[config.mk]
export PLATFORM = sky130hd
export DESIGN_NAME = dalg_top
export DESIGN_NICKNAME = d
export VERILOG_FILES = /design/src/core/dalg_pkg.sv /design/src/core/dalg_top.sv /design/src/core/dalg_sync.sv /design/src/core/dalg_pulse.sv
export SDC_FILE = /design/constraint.sdc
export NUM_CORES = 1
export LEC_CHECK = 0
export BUFFER_PORTS_ARGS = -buffer_cell sky130_fd_sc_hd__buf_2
export CORE_MARGIN = 3
export CORE_UTILIZATION = 30
export CTS_CLUSTER_SIZE = 25
export DETAILED_ROUTE_END_ITERATION = 16
export GPL_TIMING_DRIVEN = 1
export PLACE_DENSITY_LB_ADDON = 0.08
export RECOVER_POWER = 25
export SYNTH_ARGS = -nofsm -noshare
export SYNTH_HDL_FRONTEND = slang
export SYNTH_SLANG_ARGS = --single-unit
[constraint.sdc]
create_clock -name ref_clk -period 6.4 [get_ports ref_clk]
set_input_delay 0.64 -clock ref_clk [delete_from_list [all_inputs] [get_ports ref_clk]]
set_output_delay 0.64 -clock ref_clk [all_outputs]
set_load 0.01 [all_outputs]
[src/core/dalg_pkg.sv]
// ---------------------------------------------------------------------------
// shared constants of the alert and timing block
// ---------------------------------------------------------------------------
package dalg_pkg;

    // reference clock
    localparam int CLK_PERIOD_NS = 8;

    // command/address parity
    localparam int PL_NCK = 6;
    localparam logic [7:0] PAR_PW_SLOW_NCK = 8'h58;  // 88 clocks, slower bin
    localparam logic [7:0] PAR_PW_FAST_NCK = 8'h60;  // 96 clocks, faster bin
    localparam int PAR_PW_SLOW_MAX_NCK = 176;
    localparam int PAR_PW_FAST_MAX_NCK = 192;
    localparam int PAR_ALERT_ON_NS = 6;

    // write crc alert
    localparam int CRC_ALERT_MIN_NS = 3;
    localparam int CRC_ALERT_MAX_NS = 13;
    localparam int CRC_ALERT_DLY = (CRC_ALERT_MAX_NS / CLK_PERIOD_NS) < 1 ? 1 : (CRC_ALERT_MAX_NS / CLK_PERIOD_NS);
    localparam logic [7:0] CRC_PW_NCK = 8'h08;
    localparam int CRC_PW_MIN_NCK = 6;
    localparam int CRC_PW_MAX_NCK = 10;

    // refresh cycle times, rounded up to reference cycles
    localparam int TRFC1_NS = 350;
    localparam int TRFC2_NS = 260;
    localparam int TRFC4_NS = 160;
    localparam logic [5:0] TRFC1_CYC = 6'((TRFC1_NS + CLK_PERIOD_NS - 1) / CLK_PERIOD_NS);
    localparam logic [5:0] TRFC2_CYC = 6'((TRFC2_NS + CLK_PERIOD_NS - 1) / CLK_PERIOD_NS);
    localparam logic [5:0] TRFC4_CYC = 6'((TRFC4_NS + CLK_PERIOD_NS - 1) / CLK_PERIOD_NS);

    // row operation occupancy in command clocks
    localparam logic [1:0] ROW_BUSY_NCK = 2'h2;

    // internal write start offsets after write latency
    localparam logic [5:0] WR_OFS_BL8 = 6'h04;
    localparam logic [5:0] WR_OFS_BC4 = 6'h02;
    localparam int WQ_W = 40;

    // register offsets
    localparam logic [7:0] REG_CTRL = 8'h00;
    localparam logic [7:0] REG_WLAT = 8'h04;
    localparam logic [7:0] REG_STATUS = 8'h08;
    localparam logic [7:0] REG_ERRCNT = 8'h0c;

    // control fields
    localparam int CTRL_PAR_EN = 0;
    localparam int CTRL_CRC_EN = 1;
    localparam int CTRL_BC4_FIXED = 2;
    localparam int CTRL_FAST_BIN = 3;
    localparam int CTRL_FGR_LSB = 4;
    localparam logic [5:0] CTRL_RST = 6'h00;
    localparam logic [4:0] WLAT_RST = 5'h09;

    // status fields
    localparam int ST_PAR_ERR = 0;
    localparam int ST_CRC_ERR = 1;
    localparam int ST_ALERT = 2;
    localparam int ST_BUSY = 3;
    localparam int ST_PDOWN = 4;

    // refresh granularity
    localparam logic [1:0] FGR_1X = 2'h0;
    localparam logic [1:0] FGR_2X = 2'h1;

    // decoded command on ca[2:0]
    typedef enum logic [2:0] {
        CMD_DES = 3'h0,
        CMD_ACT = 3'h1,
        CMD_PRE = 3'h2,
        CMD_REF = 3'h3,
        CMD_WR = 3'h4,
        CMD_RD = 3'h5,
        CMD_MRS = 3'h6,
        CMD_NOP = 3'h7
    } dalg_cmd_e;

endpackage : dalg_pkg

[src/core/dalg_top.sv]
// The strobed register port and the placing of the registers were left to the implementer.
`timescale 1ns/1ns
`default_nettype none

// ---------------------------------------------------------------------------
// alert, parity latency and internal timing of the memory device
// ---------------------------------------------------------------------------
// Summary of operation
// - parity latency is 6 clocks; commands near a parity error may be dropped.
// - parity error raises alert within parity latency plus 6 ns.
// - parity alert lasts 88 to 176 clocks, or 96 to 192 at faster bin.
// - write crc error raises alert between 3 ns and 13 ns later.
// - crc alert pulse lasts 6 to 10 clocks, shorter than parity alert.
// - internal write starts 4 clocks after write latency, 2 for fixed chop-4.
// - clock enable may drop during row or refresh work; low power follows completion.
module dalg_top
    import dalg_pkg::*;
(
    // clock and reset
    input wire logic ref_clk,
    input wire logic sys_rst,
    // register port
    input wire logic [7:0] reg_addr,
    input wire logic [31:0] reg_wdata,
    input wire logic reg_wr,
    input wire logic reg_rd,
    output logic [31:0] reg_rdata,
    // device pins
    input wire logic ck,
    input wire logic cke,
    input wire logic [7:0] ca,
    input wire logic ca_par,
    output logic alert_n,
    // write data path
    input wire logic wr_crc_err,
    // executed commands and internal events
    output logic exec_valid,
    output dalg_pkg::dalg_cmd_e exec_cmd,
    output logic wr_start,
    output logic pdown
);
    import dalg_pkg::*;

    // -----------------------------------------------------------------------
    // pin synchronisation and clock edge detection
    // -----------------------------------------------------------------------
    logic ck_s;
    logic cke_s;
    logic par_s;
    logic [7:0] ca_s;
    logic ck_d;
    logic ck_rise;

    // the bus is held stable around the clock edge, so the pins may share one pass
    dalg_sync #(.WIDTH(11)) u_sync (
        .ref_clk(ref_clk),
        .sys_rst(sys_rst),
        .din({ck, cke, ca_par, ca}),
        .dout({ck_s, cke_s, par_s, ca_s})
    );

    always_ff @(posedge ref_clk or posedge sys_rst)
    begin
        if (sys_rst)
            ck_d <= 1'b0;
        else
            ck_d <= ck_s;
    end

    assign ck_rise = ck_s & ~ck_d;

    // -----------------------------------------------------------------------
    // registers
    // -----------------------------------------------------------------------
    logic [5:0] ctrl;
    logic [4:0] wlat;
    logic st_par;
    logic st_crc;
    logic [15:0] par_cnt;
    logic [15:0] crc_cnt;
    logic [31:0] rdata;
    logic [5:0] next_ctrl;
    logic [4:0] next_wlat;
    logic next_st_par;
    logic next_st_crc;
    logic [15:0] next_par_cnt;
    logic [15:0] next_crc_cnt;
    logic [31:0] next_rdata;
    logic par_en;
    logic crc_en;
    logic par_trig;
    logic crc_trig;
    logic par_act;
    logic crc_act;
    logic busy;

    assign par_en = ctrl[CTRL_PAR_EN];
    assign crc_en = ctrl[CTRL_CRC_EN];

    // writes, sticky errors with set over clear, read mux
    always_comb
    begin
        next_ctrl = ctrl;
        next_wlat = wlat;
        next_st_par = st_par;
        next_st_crc = st_crc;
        next_par_cnt = par_cnt;
        next_crc_cnt = crc_cnt;
        next_rdata = 32'h0000_0000;
        if (reg_wr && reg_addr == REG_CTRL)
            next_ctrl = reg_wdata[5:0];
        if (reg_wr && reg_addr == REG_WLAT)
            next_wlat = reg_wdata[4:0];
        if (reg_wr && reg_addr == REG_STATUS)
        begin
            if (reg_wdata[ST_PAR_ERR])
                next_st_par = 1'b0;
            if (reg_wdata[ST_CRC_ERR])
                next_st_crc = 1'b0;
        end
        if (reg_wr && reg_addr == REG_ERRCNT)
        begin
            next_par_cnt = 16'h0000;
            next_crc_cnt = 16'h0000;
        end
        if (par_trig)
        begin
            next_st_par = 1'b1;
            next_par_cnt = par_cnt + 16'h0001;
        end
        if (crc_trig)
        begin
            next_st_crc = 1'b1;
            next_crc_cnt = crc_cnt + 16'h0001;
        end
        if (reg_rd)
        begin
            unique case (reg_addr)
                REG_CTRL: next_rdata = {26'h0, ctrl};
                REG_WLAT: next_rdata = {27'h0, wlat};
                REG_STATUS: next_rdata = {27'h0, pdown, busy, ~alert_n, st_crc, st_par};
                REG_ERRCNT: next_rdata = {crc_cnt, par_cnt};
                default: next_rdata = 32'h0000_0000;
            endcase
        end
    end

    always_ff @(posedge ref_clk or posedge sys_rst)
    begin
        if (sys_rst)
        begin
            ctrl <= CTRL_RST;
            wlat <= WLAT_RST;
            st_par <= 1'b0;
            st_crc <= 1'b0;
            par_cnt <= 16'h0000;
            crc_cnt <= 16'h0000;
            rdata <= 32'h0000_0000;
        end
        else
        begin
            ctrl <= next_ctrl;
            wlat <= next_wlat;
            st_par <= next_st_par;
            st_crc <= next_st_crc;
            par_cnt <= next_par_cnt;
            crc_cnt <= next_crc_cnt;
            rdata <= next_rdata;
        end
    end

    assign reg_rdata = rdata;

    // -----------------------------------------------------------------------
    // parity latency pipeline
    // -----------------------------------------------------------------------
    logic [PL_NCK-1:0] pipe_vld;
    logic [PL_NCK-1:0] pipe_err;
    logic [3*PL_NCK-1:0] pipe_cmd;
    logic [2:0] blk_cnt;
    logic [PL_NCK-1:0] next_pipe_vld;
    logic [PL_NCK-1:0] next_pipe_err;
    logic [3*PL_NCK-1:0] next_pipe_cmd;
    logic [2:0] next_blk_cnt;
    logic next_exec_valid;
    dalg_cmd_e next_exec_cmd;
    dalg_cmd_e in_cmd;
    logic in_vld;
    logic err_now;

    assign in_cmd = dalg_cmd_e'(ca_s[2:0]);
    assign in_vld = (in_cmd != CMD_DES) && (in_cmd != CMD_NOP);
    assign err_now = ck_rise & par_en & (^{ca_s, par_s});

    // with parity enabled commands wait the parity latency; an error drops the window around it
    always_comb
    begin
        next_pipe_vld = pipe_vld;
        next_pipe_err = pipe_err;
        next_pipe_cmd = pipe_cmd;
        next_blk_cnt = blk_cnt;
        next_exec_valid = 1'b0;
        next_exec_cmd = exec_cmd;
        par_trig = 1'b0;
        if (ck_rise)
        begin
            next_pipe_vld = {pipe_vld[PL_NCK-2:0], in_vld && par_en && blk_cnt == 3'h0};
            next_pipe_err = {pipe_err[PL_NCK-2:0], err_now};
            next_pipe_cmd = {pipe_cmd[3*PL_NCK-4:0], in_cmd};
            if (blk_cnt != 3'h0)
                next_blk_cnt = blk_cnt - 3'h1;
            if (err_now)
            begin
                next_pipe_vld = '0;
                next_blk_cnt = 3'(PL_NCK);
            end
            par_trig = pipe_err[PL_NCK-1];
            if (par_en && pipe_vld[PL_NCK-1] && !err_now)
            begin
                next_exec_valid = 1'b1;
                next_exec_cmd = dalg_cmd_e'(pipe_cmd[3*PL_NCK-1 -: 3]);
            end
            else if (!par_en && in_vld)
            begin
                next_exec_valid = 1'b1;
                next_exec_cmd = in_cmd;
            end
        end
    end

    always_ff @(posedge ref_clk or posedge sys_rst)
    begin
        if (sys_rst)
        begin
            pipe_vld <= '0;
            pipe_err <= '0;
            pipe_cmd <= '0;
            blk_cnt <= 3'h0;
            exec_valid <= 1'b0;
            exec_cmd <= CMD_DES;
        end
        else
        begin
            pipe_vld <= next_pipe_vld;
            pipe_err <= next_pipe_err;
            pipe_cmd <= next_pipe_cmd;
            blk_cnt <= next_blk_cnt;
            exec_valid <= next_exec_valid;
            exec_cmd <= next_exec_cmd;
        end
    end

    // -----------------------------------------------------------------------
    // alert pulses
    // -----------------------------------------------------------------------
    assign crc_trig = crc_en & wr_crc_err;

    dalg_pulse u_par_pulse (
        .ref_clk(ref_clk),
        .sys_rst(sys_rst),
        .trig(par_trig),
        .tick(ck_rise),
        .len(ctrl[CTRL_FAST_BIN] ? PAR_PW_FAST_NCK : PAR_PW_SLOW_NCK),
        .active(par_act)
    );

    dalg_pulse u_crc_pulse (
        .ref_clk(ref_clk),
        .sys_rst(sys_rst),
        .trig(crc_trig),
        .tick(ck_rise),
        .len(CRC_PW_NCK),
        .active(crc_act)
    );

    // one shared alert pin, low while either pulse runs
    assign alert_n = ~(par_act | crc_act);

    // -----------------------------------------------------------------------
    // internal write start
    // -----------------------------------------------------------------------
    logic [WQ_W-1:0] wq;
    logic [WQ_W-1:0] next_wq;
    logic [5:0] wr_pos;

    assign wr_pos = {1'b0, wlat} + (ctrl[CTRL_BC4_FIXED] ? WR_OFS_BC4 : WR_OFS_BL8) - 6'h01;

    // a marker walks down one place per clock edge
    always_comb
    begin
        next_wq = wq;
        if (ck_rise)
        begin
            next_wq = wq >> 1;
            if (next_exec_valid && next_exec_cmd == CMD_WR)
                next_wq[wr_pos] = 1'b1;
        end
    end

    always_ff @(posedge ref_clk or posedge sys_rst)
    begin
        if (sys_rst)
            wq <= '0;
        else
            wq <= next_wq;
    end

    assign wr_start = ck_rise & wq[0];

    // -----------------------------------------------------------------------
    // operations in progress and power-down
    // -----------------------------------------------------------------------
    logic [5:0] ref_cnt;
    logic [1:0] row_cnt;
    logic cke_q;
    logic pd;
    logic [5:0] next_ref_cnt;
    logic [1:0] next_row_cnt;
    logic next_cke_q;
    logic next_pd;
    logic [5:0] trfc;

    always_comb
    begin
        if (ctrl[CTRL_FGR_LSB +: 2] == FGR_1X)
            trfc = TRFC1_CYC;
        else if (ctrl[CTRL_FGR_LSB +: 2] == FGR_2X)
            trfc = TRFC2_CYC;
        else
            trfc = TRFC4_CYC;
    end

    assign busy = (ref_cnt != 6'h00) || (row_cnt != 2'h0);

    // low power only once row and refresh work has finished
    always_comb
    begin
        next_ref_cnt = ref_cnt;
        next_row_cnt = row_cnt;
        next_cke_q = cke_q;
        if (ref_cnt != 6'h00)
            next_ref_cnt = ref_cnt - 6'h01;
        if (ck_rise && row_cnt != 2'h0)
            next_row_cnt = row_cnt - 2'h1;
        if (next_exec_valid && next_exec_cmd == CMD_REF)
            next_ref_cnt = trfc;
        if (next_exec_valid && (next_exec_cmd == CMD_ACT || next_exec_cmd == CMD_PRE))
            next_row_cnt = ROW_BUSY_NCK;
        if (ck_rise)
            next_cke_q = cke_s;
        next_pd = ~cke_q & ~busy;
    end

    always_ff @(posedge ref_clk or posedge sys_rst)
    begin
        if (sys_rst)
        begin
            ref_cnt <= 6'h00;
            row_cnt <= 2'h0;
            cke_q <= 1'b1;
            pd <= 1'b0;
        end
        else
        begin
            ref_cnt <= next_ref_cnt;
            row_cnt <= next_row_cnt;
            cke_q <= next_cke_q;
            pd <= next_pd;
        end
    end

    assign pdown = pd;

    // -----------------------------------------------------------------------
    // checks
    // -----------------------------------------------------------------------
    logic [7:0] par_ticks;
    logic [7:0] crc_ticks;

    // command clock edges seen while each pulse runs
    always_ff @(posedge ref_clk or posedge sys_rst)
    begin
        if (sys_rst)
        begin
            par_ticks <= 8'h00;
            crc_ticks <= 8'h00;
        end
        else
        begin
            par_ticks <= !par_act ? 8'h00 : par_ticks + {7'h00, ck_rise};
            crc_ticks <= !crc_act ? 8'h00 : crc_ticks + {7'h00, ck_rise};
        end
    end
endmodule : dalg_top

`default_nettype wire

[src/core/dalg_sync.sv]
`timescale 1ns/1ns
`default_nettype none

// ---------------------------------------------------------------------------
// two-flop synchroniser, one per bit
// ---------------------------------------------------------------------------
module dalg_sync #(
    parameter int WIDTH = 1
) (
    // clock and reset
    input wire logic ref_clk,
    input wire logic sys_rst,
    // asynchronous in, synchronous out
    input wire logic [WIDTH-1:0] din,
    output logic [WIDTH-1:0] dout
);

    genvar i;
    generate
        for (i = 0; i < WIDTH; i++)
        begin : g_bit
            logic meta;
            // first flop feeds only the second
            always_ff @(posedge ref_clk or posedge sys_rst)
            begin
                if (sys_rst)
                begin
                    meta <= 1'b0;
                    dout[i] <= 1'b0;
                end
                else
                begin
                    meta <= din[i];
                    dout[i] <= meta;
                end
            end
        end
    endgenerate

endmodule : dalg_sync

`default_nettype wire

[src/core/dalg_pulse.sv]
`timescale 1ns/1ns
`default_nettype none

// ---------------------------------------------------------------------------
// pulse stretcher counted in command clock edges
// ---------------------------------------------------------------------------
module dalg_pulse (
    // clock and reset
    input wire logic ref_clk,
    input wire logic sys_rst,
    // trigger, command clock edge and length
    input wire logic trig,
    input wire logic tick,
    input wire logic [7:0] len,
    // pulse
    output logic active
);

    logic [7:0] cnt;
    logic [7:0] next_cnt;

    // load on trigger, count down on each edge
    always_comb
    begin
        next_cnt = cnt;
        if (trig)
            next_cnt = len;
        else if (tick && cnt != 8'h00)
            next_cnt = cnt - 8'h01;
    end

    always_ff @(posedge ref_clk or posedge sys_rst)
    begin
        if (sys_rst)
            cnt <= 8'h00;
        else
            cnt <= next_cnt;
    end

    assign active = (cnt != 8'h00);

endmodule : dalg_pulse

`default_nettype wire

# After elaboration in Yosys (flattened, before gate mapping)
# Cells that the tools add are included.
[totals] output_inout_bits=39 in_bits=56 wordCells=156 ff_bits=203
[classes] eq_ne=9 bitwise_logic=12 n_addsub=9 reduce_logical=45 n_mux=36 order_cmp=2
[ops] operator="$pmux 32 s4" n=1
[ops] operator="$mux 16" n=3
[ops] operator="$mux 40" n=1
[ops] operator="$or 39x40->40" n=1
[ops] operator="$mux 6" n=6
[ops] operator="$add 16x1->16 const B" n=2
[ops] operator="$mux 32" n=1
[ops] operator="$mux 8" n=4
[ops] operator="$reduce_bool 2->1" n=12
[ops] operator="$mux 3" n=6
[ops] operator="$logic_and 1x1->1" n=17
[ops] operator="$eq 8x4->1 const B" n=2
[ops] operator="$reduce_bool 8->1" n=2
[ops] operator="$sub 8x1->8 const B" n=2
[ops] operator="$sub 6x1->6 const B" n=2
[ops] operator="$mux 1" n=11
[ops] operator="$reduce_xor 9->1" n=1
[ops] operator="$eq 8x3->1 const B" n=1
[ops] operator="$logic_not 8->1" n=1
[ops] operator="$lt 6x7->1 const B" n=1
[ops] operator="$add 5x3->6" n=1
[ops] operator="$and 1x1->1" n=6
[ops] operator="$demux 1 s6" n=1
[ops] operator="$eq 3x2->1 const B" n=2
[ops] operator="other kinds (17)" n=26

# Logic depth before layout (Yosys ltp)
[depth] word_depth=12 ltp_mapped=11 ltp_nobuf=11

# Modules after synthesis
# Synthesis repeated with hierarchy kept, for this count alone.
[hier_totals] cells_unflattened=912 area_unflattened_um2=9320.2
[by_module_without_submodules] mod="dalg_top" area_per_inst_um2=7649.8 n_inst=1 seq_area_each_um2=4132.7 cells_per_inst=757
[by_module_without_submodules] mod="dalg_pulse" area_per_inst_um2=558.0 n_inst=2 seq_area_each_um2=200.2 cells_per_inst=66
[by_module_without_submodules] mod="dalg_sync" area_per_inst_um2=554.3 n_inst=1 seq_area_each_um2=550.5 cells_per_inst=23

# Worst setup path before layout
# OpenSTA, ideal clock, no wires.
[synth_timing] kind="register -> register" start="register ctrl[2]" end="register wq[14]" stages_incl_launch_ff=12 setup_ps=96 path_slack_ps=3860 required_time_ps=6304 n_path_buf=0 synth_period_minus_slack_ps=2540 arrival_time_ps=2444 path_cell_list="dfrtp_1 inv_1 ha_1 inv_1 ha_1 fa_1 a21o_1 a21oi_1 xnor2_1 nor3b_1 nand2_1 o31ai_1"
[synth_between] elab_chain_len=9 elab_cells_between_ends=10 classes_between="add/sub (2); order compare (2); mux (4); bitwise (1); reduce/logical (1)"
[synth_lines] item="from (decl)" line_no="dalg_top.sv:75" rtl="logic [5:0] ctrl;"
[synth_lines] item="from (signal assigned)" line_no="dalg_top.sv:162" rtl="ctrl <= next_ctrl;"
[synth_lines] item="$mux 3 *" line_no="dalg_top.sv:286" rtl="assign wr_pos = {1'b0, wlat} + (ctrl[CTRL_BC4_FIXED] ? WR_OFS_BC4 : WR_OFS_BL8) - 6'h01;"
[synth_lines] item="$add 5x3->6 *" line_no="dalg_top.sv:286"
[synth_lines] item="$sub 6x1->6 *" line_no="dalg_top.sv:286"
[synth_lines] item="$lt 6x7->1 (implied by the code) / $ge 6x1->1 (equally long branches)" line_no="dalg_top.sv:296" rtl="next_wq[wr_pos] = 1'b1;"
[synth_lines] item="$logic_and 1x1->1 (implied by the code)" line_no="dalg_top.sv:296"
[synth_lines] item="$mux 1 (implied by the code)" line_no="dalg_top.sv:296"
[synth_lines] item="$demux 1 s6 *" line_no="dalg_top.sv:296"
[synth_lines] item="$or 39x40->40 (no line) *"
[synth_lines] item="$mux 40 *" line_no="dalg_top.sv:295" rtl="if (next_exec_valid && next_exec_cmd == CMD_WR)"
[synth_lines] item="to (signal assigned)" line_no="dalg_top.sv:305" rtl="wq <= next_wq;"
[synth_lines] item="to (decl)" line_no="dalg_top.sv:282" rtl="logic [WQ_W-1:0] wq;"
# Mark *: on every way between the ends. The rest lies on a longest branch, timed or not.
# A chain may end at the register's enable or synchronous reset.

# Final worst setup path
[layout_timing] start="register u_par_pulse.cnt[0]" end="output alert_n"
[layout_between] elab_chain_len=3
[layout_lines] item="from (decl)" line_no="dalg_pulse.sv:19" rtl="logic [7:0] cnt;"
[layout_lines] item="from (signal assigned)" line_no="dalg_pulse.sv:37" rtl="cnt <= next_cnt;"
[layout_lines] item="$reduce_bool 8->1" line_no="dalg_pulse.sv:40" rtl="assign active = (cnt != 8'h00);"
[layout_lines] item="$or 1x1->1" line_no="dalg_top.sv:277" rtl="assign alert_n = ~(par_act | crc_act);"
[layout_lines] item="$not 1->1" line_no="dalg_top.sv:277"
[layout_lines] item="to (decl)" line_no="dalg_top.sv:33" rtl="output logic alert_n,"
# No other way between the ends.

==> results.sh <==
export IMPL_synth_adder_area_share=0.0254
export IMPL_routed_top_layer="met4"
export IMPL_r2r_cells=11
export IMPL_synth_simple_area_share=0.174
export IMPL_synth_compound_area_share=0.106
export IMPL_clk_latency_ns=0.51
export IMPL_synthXorXnorAreaFrac=0.0325
export IMPL_crit_type="reg -> out"
export IMPL_die_area_um2=32600
export IMPL_hold_end="u_sync.g_bit[3].meta"
export IMPL_grt_usage=0.124
export IMPL_synthesis_nets=940
export IMPL_viasPerCell=4.72
export IMPL_whs_ns=0.235
export IMPL_drive_gt1_frac=0.157
export IMPL_worstPathCellList="inv_1 -> ha_1 -> or3b_2 -> nor3_1 -> buf_4 -> nor2b_1 -> buf_2"
export IMPL_coreArea_um2=29900
export IMPL_arrival_ns=2.98
export IMPL_end_kind="output pin"
export IMPL_wl_per_cell_um=15.0
export IMPL_post_dp_hpwl_mm=13.1
export IMPL_cts_tree="done"
export IMPL_synth_largest_area_cell="dfrtp_1"
export IMPL_skew_ns=0.00951
export IMPL_wl_met3_um=685
export IMPL_maxSlewHeadroom=-1.45
export IMPL_drv_slew=83
export IMPL_vias=6316
export IMPL_cts_max_level=1
export IMPL_synthesis_area_um2=9150
export IMPL_die_width_um=181
export IMPL_final_cells=1338
export IMPL_place_congestion=0.743
export IMPL_setup_violations=0
export IMPL_io_buffers=68
export IMPL_grt_overflow_total=0
export IMPL_p_leak_nw=5.20
export IMPL_nNetsFinal=1005
export IMPL_synth_ff_type="dfrtp_1"
export IMPL_cap_violations=1
export IMPL_fin_setup_tns_ns=0
export IMPL_rr_endpoint="wq[13]"
export IMPL_synthTopCellsByCount="dfrtp_1 (200), nand2_1 (144), nor2_1 (52)"
export IMPL_power_per_cell_area_nw_per_um2=331
export IMPL_cts_root_buf="clkbuf_16"
export IMPL_ctsHoldBuffers=0
export IMPL_ys_top_cells_by_area="dfrtp_1 (55%), nand2_1 (5.9%), mux2i_1 (5.5%)"
export IMPL_synth_top_family_by_area="simple AND/OR/NAND/NOR gates"
export IMPL_total_power_mw=3.53
export IMPL_required_ns=5.76
export IMPL_synth_cells=866
export IMPL_grt_start_max_net_pins=83
export IMPL_n_antenna_cell=0
export IMPL_ys_ff_latch=203
export IMPL_clk_path_buf_depth=3
export IMPL_crit_slowest_cell="nor3_1"
export IMPL_failed_checks="capacitance limit, slew limit"
export IMPL_r2r_start="ctrl[2]"
export IMPL_area_growth_syn_to_layout_pct=16.6
export IMPL_dpl_cell_count=1294
export IMPL_first_pass_iters=4
export IMPL_cts_resized=0
export IMPL_start_kind="flip-flop"
export IMPL_utilization=0.357
export IMPL_async_flop_share=1.00
export IMPL_vdd_drop_max_v=0.000157
export IMPL_yosysSeqAreaShare=0.556
export IMPL_hold_class="in -> reg"
export IMPL_cts_setup_buffers=0
export IMPL_grt_first_pass_wirelength_mm=34.2
export IMPL_hold_depth=1
export IMPL_netlist_area_leader_share=0.547
export IMPL_drcViolationCount=0
export IMPL_ant_nets=0
export IMPL_rows=63
export IMPL_worst_r2r_setup_slack_ns=3.45
export IMPL_cp_slowest_stage_delay_ns=0.68
export IMPL_status="finished with violations"
export IMPL_synth_edf_count=0
export IMPL_antenna_found_initial=0
export IMPL_path_buf_inv=3
export IMPL_yosys_warnings=0
export IMPL_path_clk_slew_ns=0.06
export IMPL_cts_sinks=203
export IMPL_rsz0062_at_grt="false"
export IMPL_numCtsBuffers=25
export IMPL_route_met2_wl_mm=9.03
export IMPL_wirelength_mm=20.1
export IMPL_syn_avg_cell_area_um2=10.6
export IMPL_synth_mux_area_frac=0.0768
export IMPL_wl_met1_mm=9.95
export IMPL_synthDistinctLibCells=60
export IMPL_critPathTopFamily="simple AND/OR/NAND/NOR gates"
export IMPL_start_util=0.306
export IMPL_min_from="ca[3]"
export IMPL_period_minus_slack_ns=3.62
export IMPL_timing_final_crit_share=0.566
export IMPL_drtIter0Drc=349
export IMPL_worst_pin_slew_ns=3.66
export IMPL_fmax_mhz=276
export IMPL_ioPinCount=95
export IMPL_finalHoldViolCount=0
export IMPL_cp_max_fo=8
export IMPL_die_h_um=181
export IMPL_first_global_vias=6346
export IMPL_synth_most_common_cell="dfrtp_1"
[registers in the layout, summed over array words and instances, names as in the netlist, 5 cells and up]
register,cells
ref_cnt,6
pipe_err,6
reg_rdata,32
pipe_cmd,18
pipe_vld,6
u_crc_pulse.cnt,8
crc_cnt,16
ctrl,6
u_sync.g_bit.meta,11
wq,40
wlat,5
par_cnt,16
u_par_pulse.cnt,8
u_sync.dout,11
[metal layers]
layer  vias to the layer above  track usage
li1                       3135            -
met1                      3044        0.182
met2                       108        0.193
met3                        29       0.0198
met4                         0       0.0295
met5                         -            0
[layout make-up]
type | instances | area, um^2
Clock inverter | 6 | 82.6
Multi-Input combinational cell | 599 | 3810
Timing Repair Buffer | 75 | 393
Inverter | 27 | 103
Clock buffer | 38 | 714
Fill cell | 3045 | 19200
Tap cell | 390 | 488
Sequential cell | 203 | 5080
[layout by cell type, fill, tap and decap left out, types with 6 or more instances in the layout]
master	instances
buf_4	7
o31ai_1	42
nand3_1	33
o21ai_0	45
nand4_1	6
and2_1	33
clkbuf_1	9
clkbuf_16	25
or3_1	6
ha_1	17
nor3_1	14
and3_1	12
nor2_1	52
nand2_1	144
mux2i_1	50
a21oi_1	22
mux2_2	16
xnor2_1	16
inv_1	26
dfrtp_1	200
buf_2	68
xor2_1	6
[worst reg2reg max path, cell delays in order, from the launching register on]
cell,delay (ns)
dfrtp_1,0.36
inv_1,0.07
ha_1,0.27
inv_1,0.04
ha_1,0.21
fa_1,0.44
a21o_1,0.20
a21oi_1,0.18
xnor2_1,0.21
nor3b_1,0.31
nand2_1,0.28
o31ai_1,0.27
[kinds of logic (layout without fill, tap and decap cells)]
family                     after synthesis  after routing
buffers and inverters                   64            146
xor gates and xnor gates                28             28
and+or+nand+nor                        336            336
muxes                                   67             67
DFF                                    203            203
AOI/OAI and AO/OA                      150            150
adders and majority gates               18             18
[power breakdown]
part / internal (mW) / switching (mW) / total [mW]
Clock: 0.844 / 0.527 / 1.37
Combinational: 0.251 / 0.303 / 0.554
Sequential: 1.47 / 0.138 / 1.61
[per-stage QoR]
stage | setup slack (ns) | area (um^2)
after floorplan | 0.226 | 9150
final | 2.78 | 10700
after CTS | 2.73 | 10700
after global routing | 2.31 | 10700
after detailed placement | 3.27 | 9880
after global placement | 3.28 | 9880
[worst max path at each step]
stage	startpoint	to	slack, ns	cells after the start
2_1_floorplan	sys_rst	blk_cnt[0]	0.23	1
3_3_place_gp	u_par_pulse.cnt[0]	alert_n	3.28	7
3_5_place_dp	u_par_pulse.cnt[0]	alert_n	3.27	7
4_1_cts	u_par_pulse.cnt[0]	alert_n	2.73	7
5_1_grt	sys_rst	u_sync.g_bit[10].meta	2.31	3
6_report	u_par_pulse.cnt[0]	alert_n	2.78	7
(Power assumes the default switching activity.)
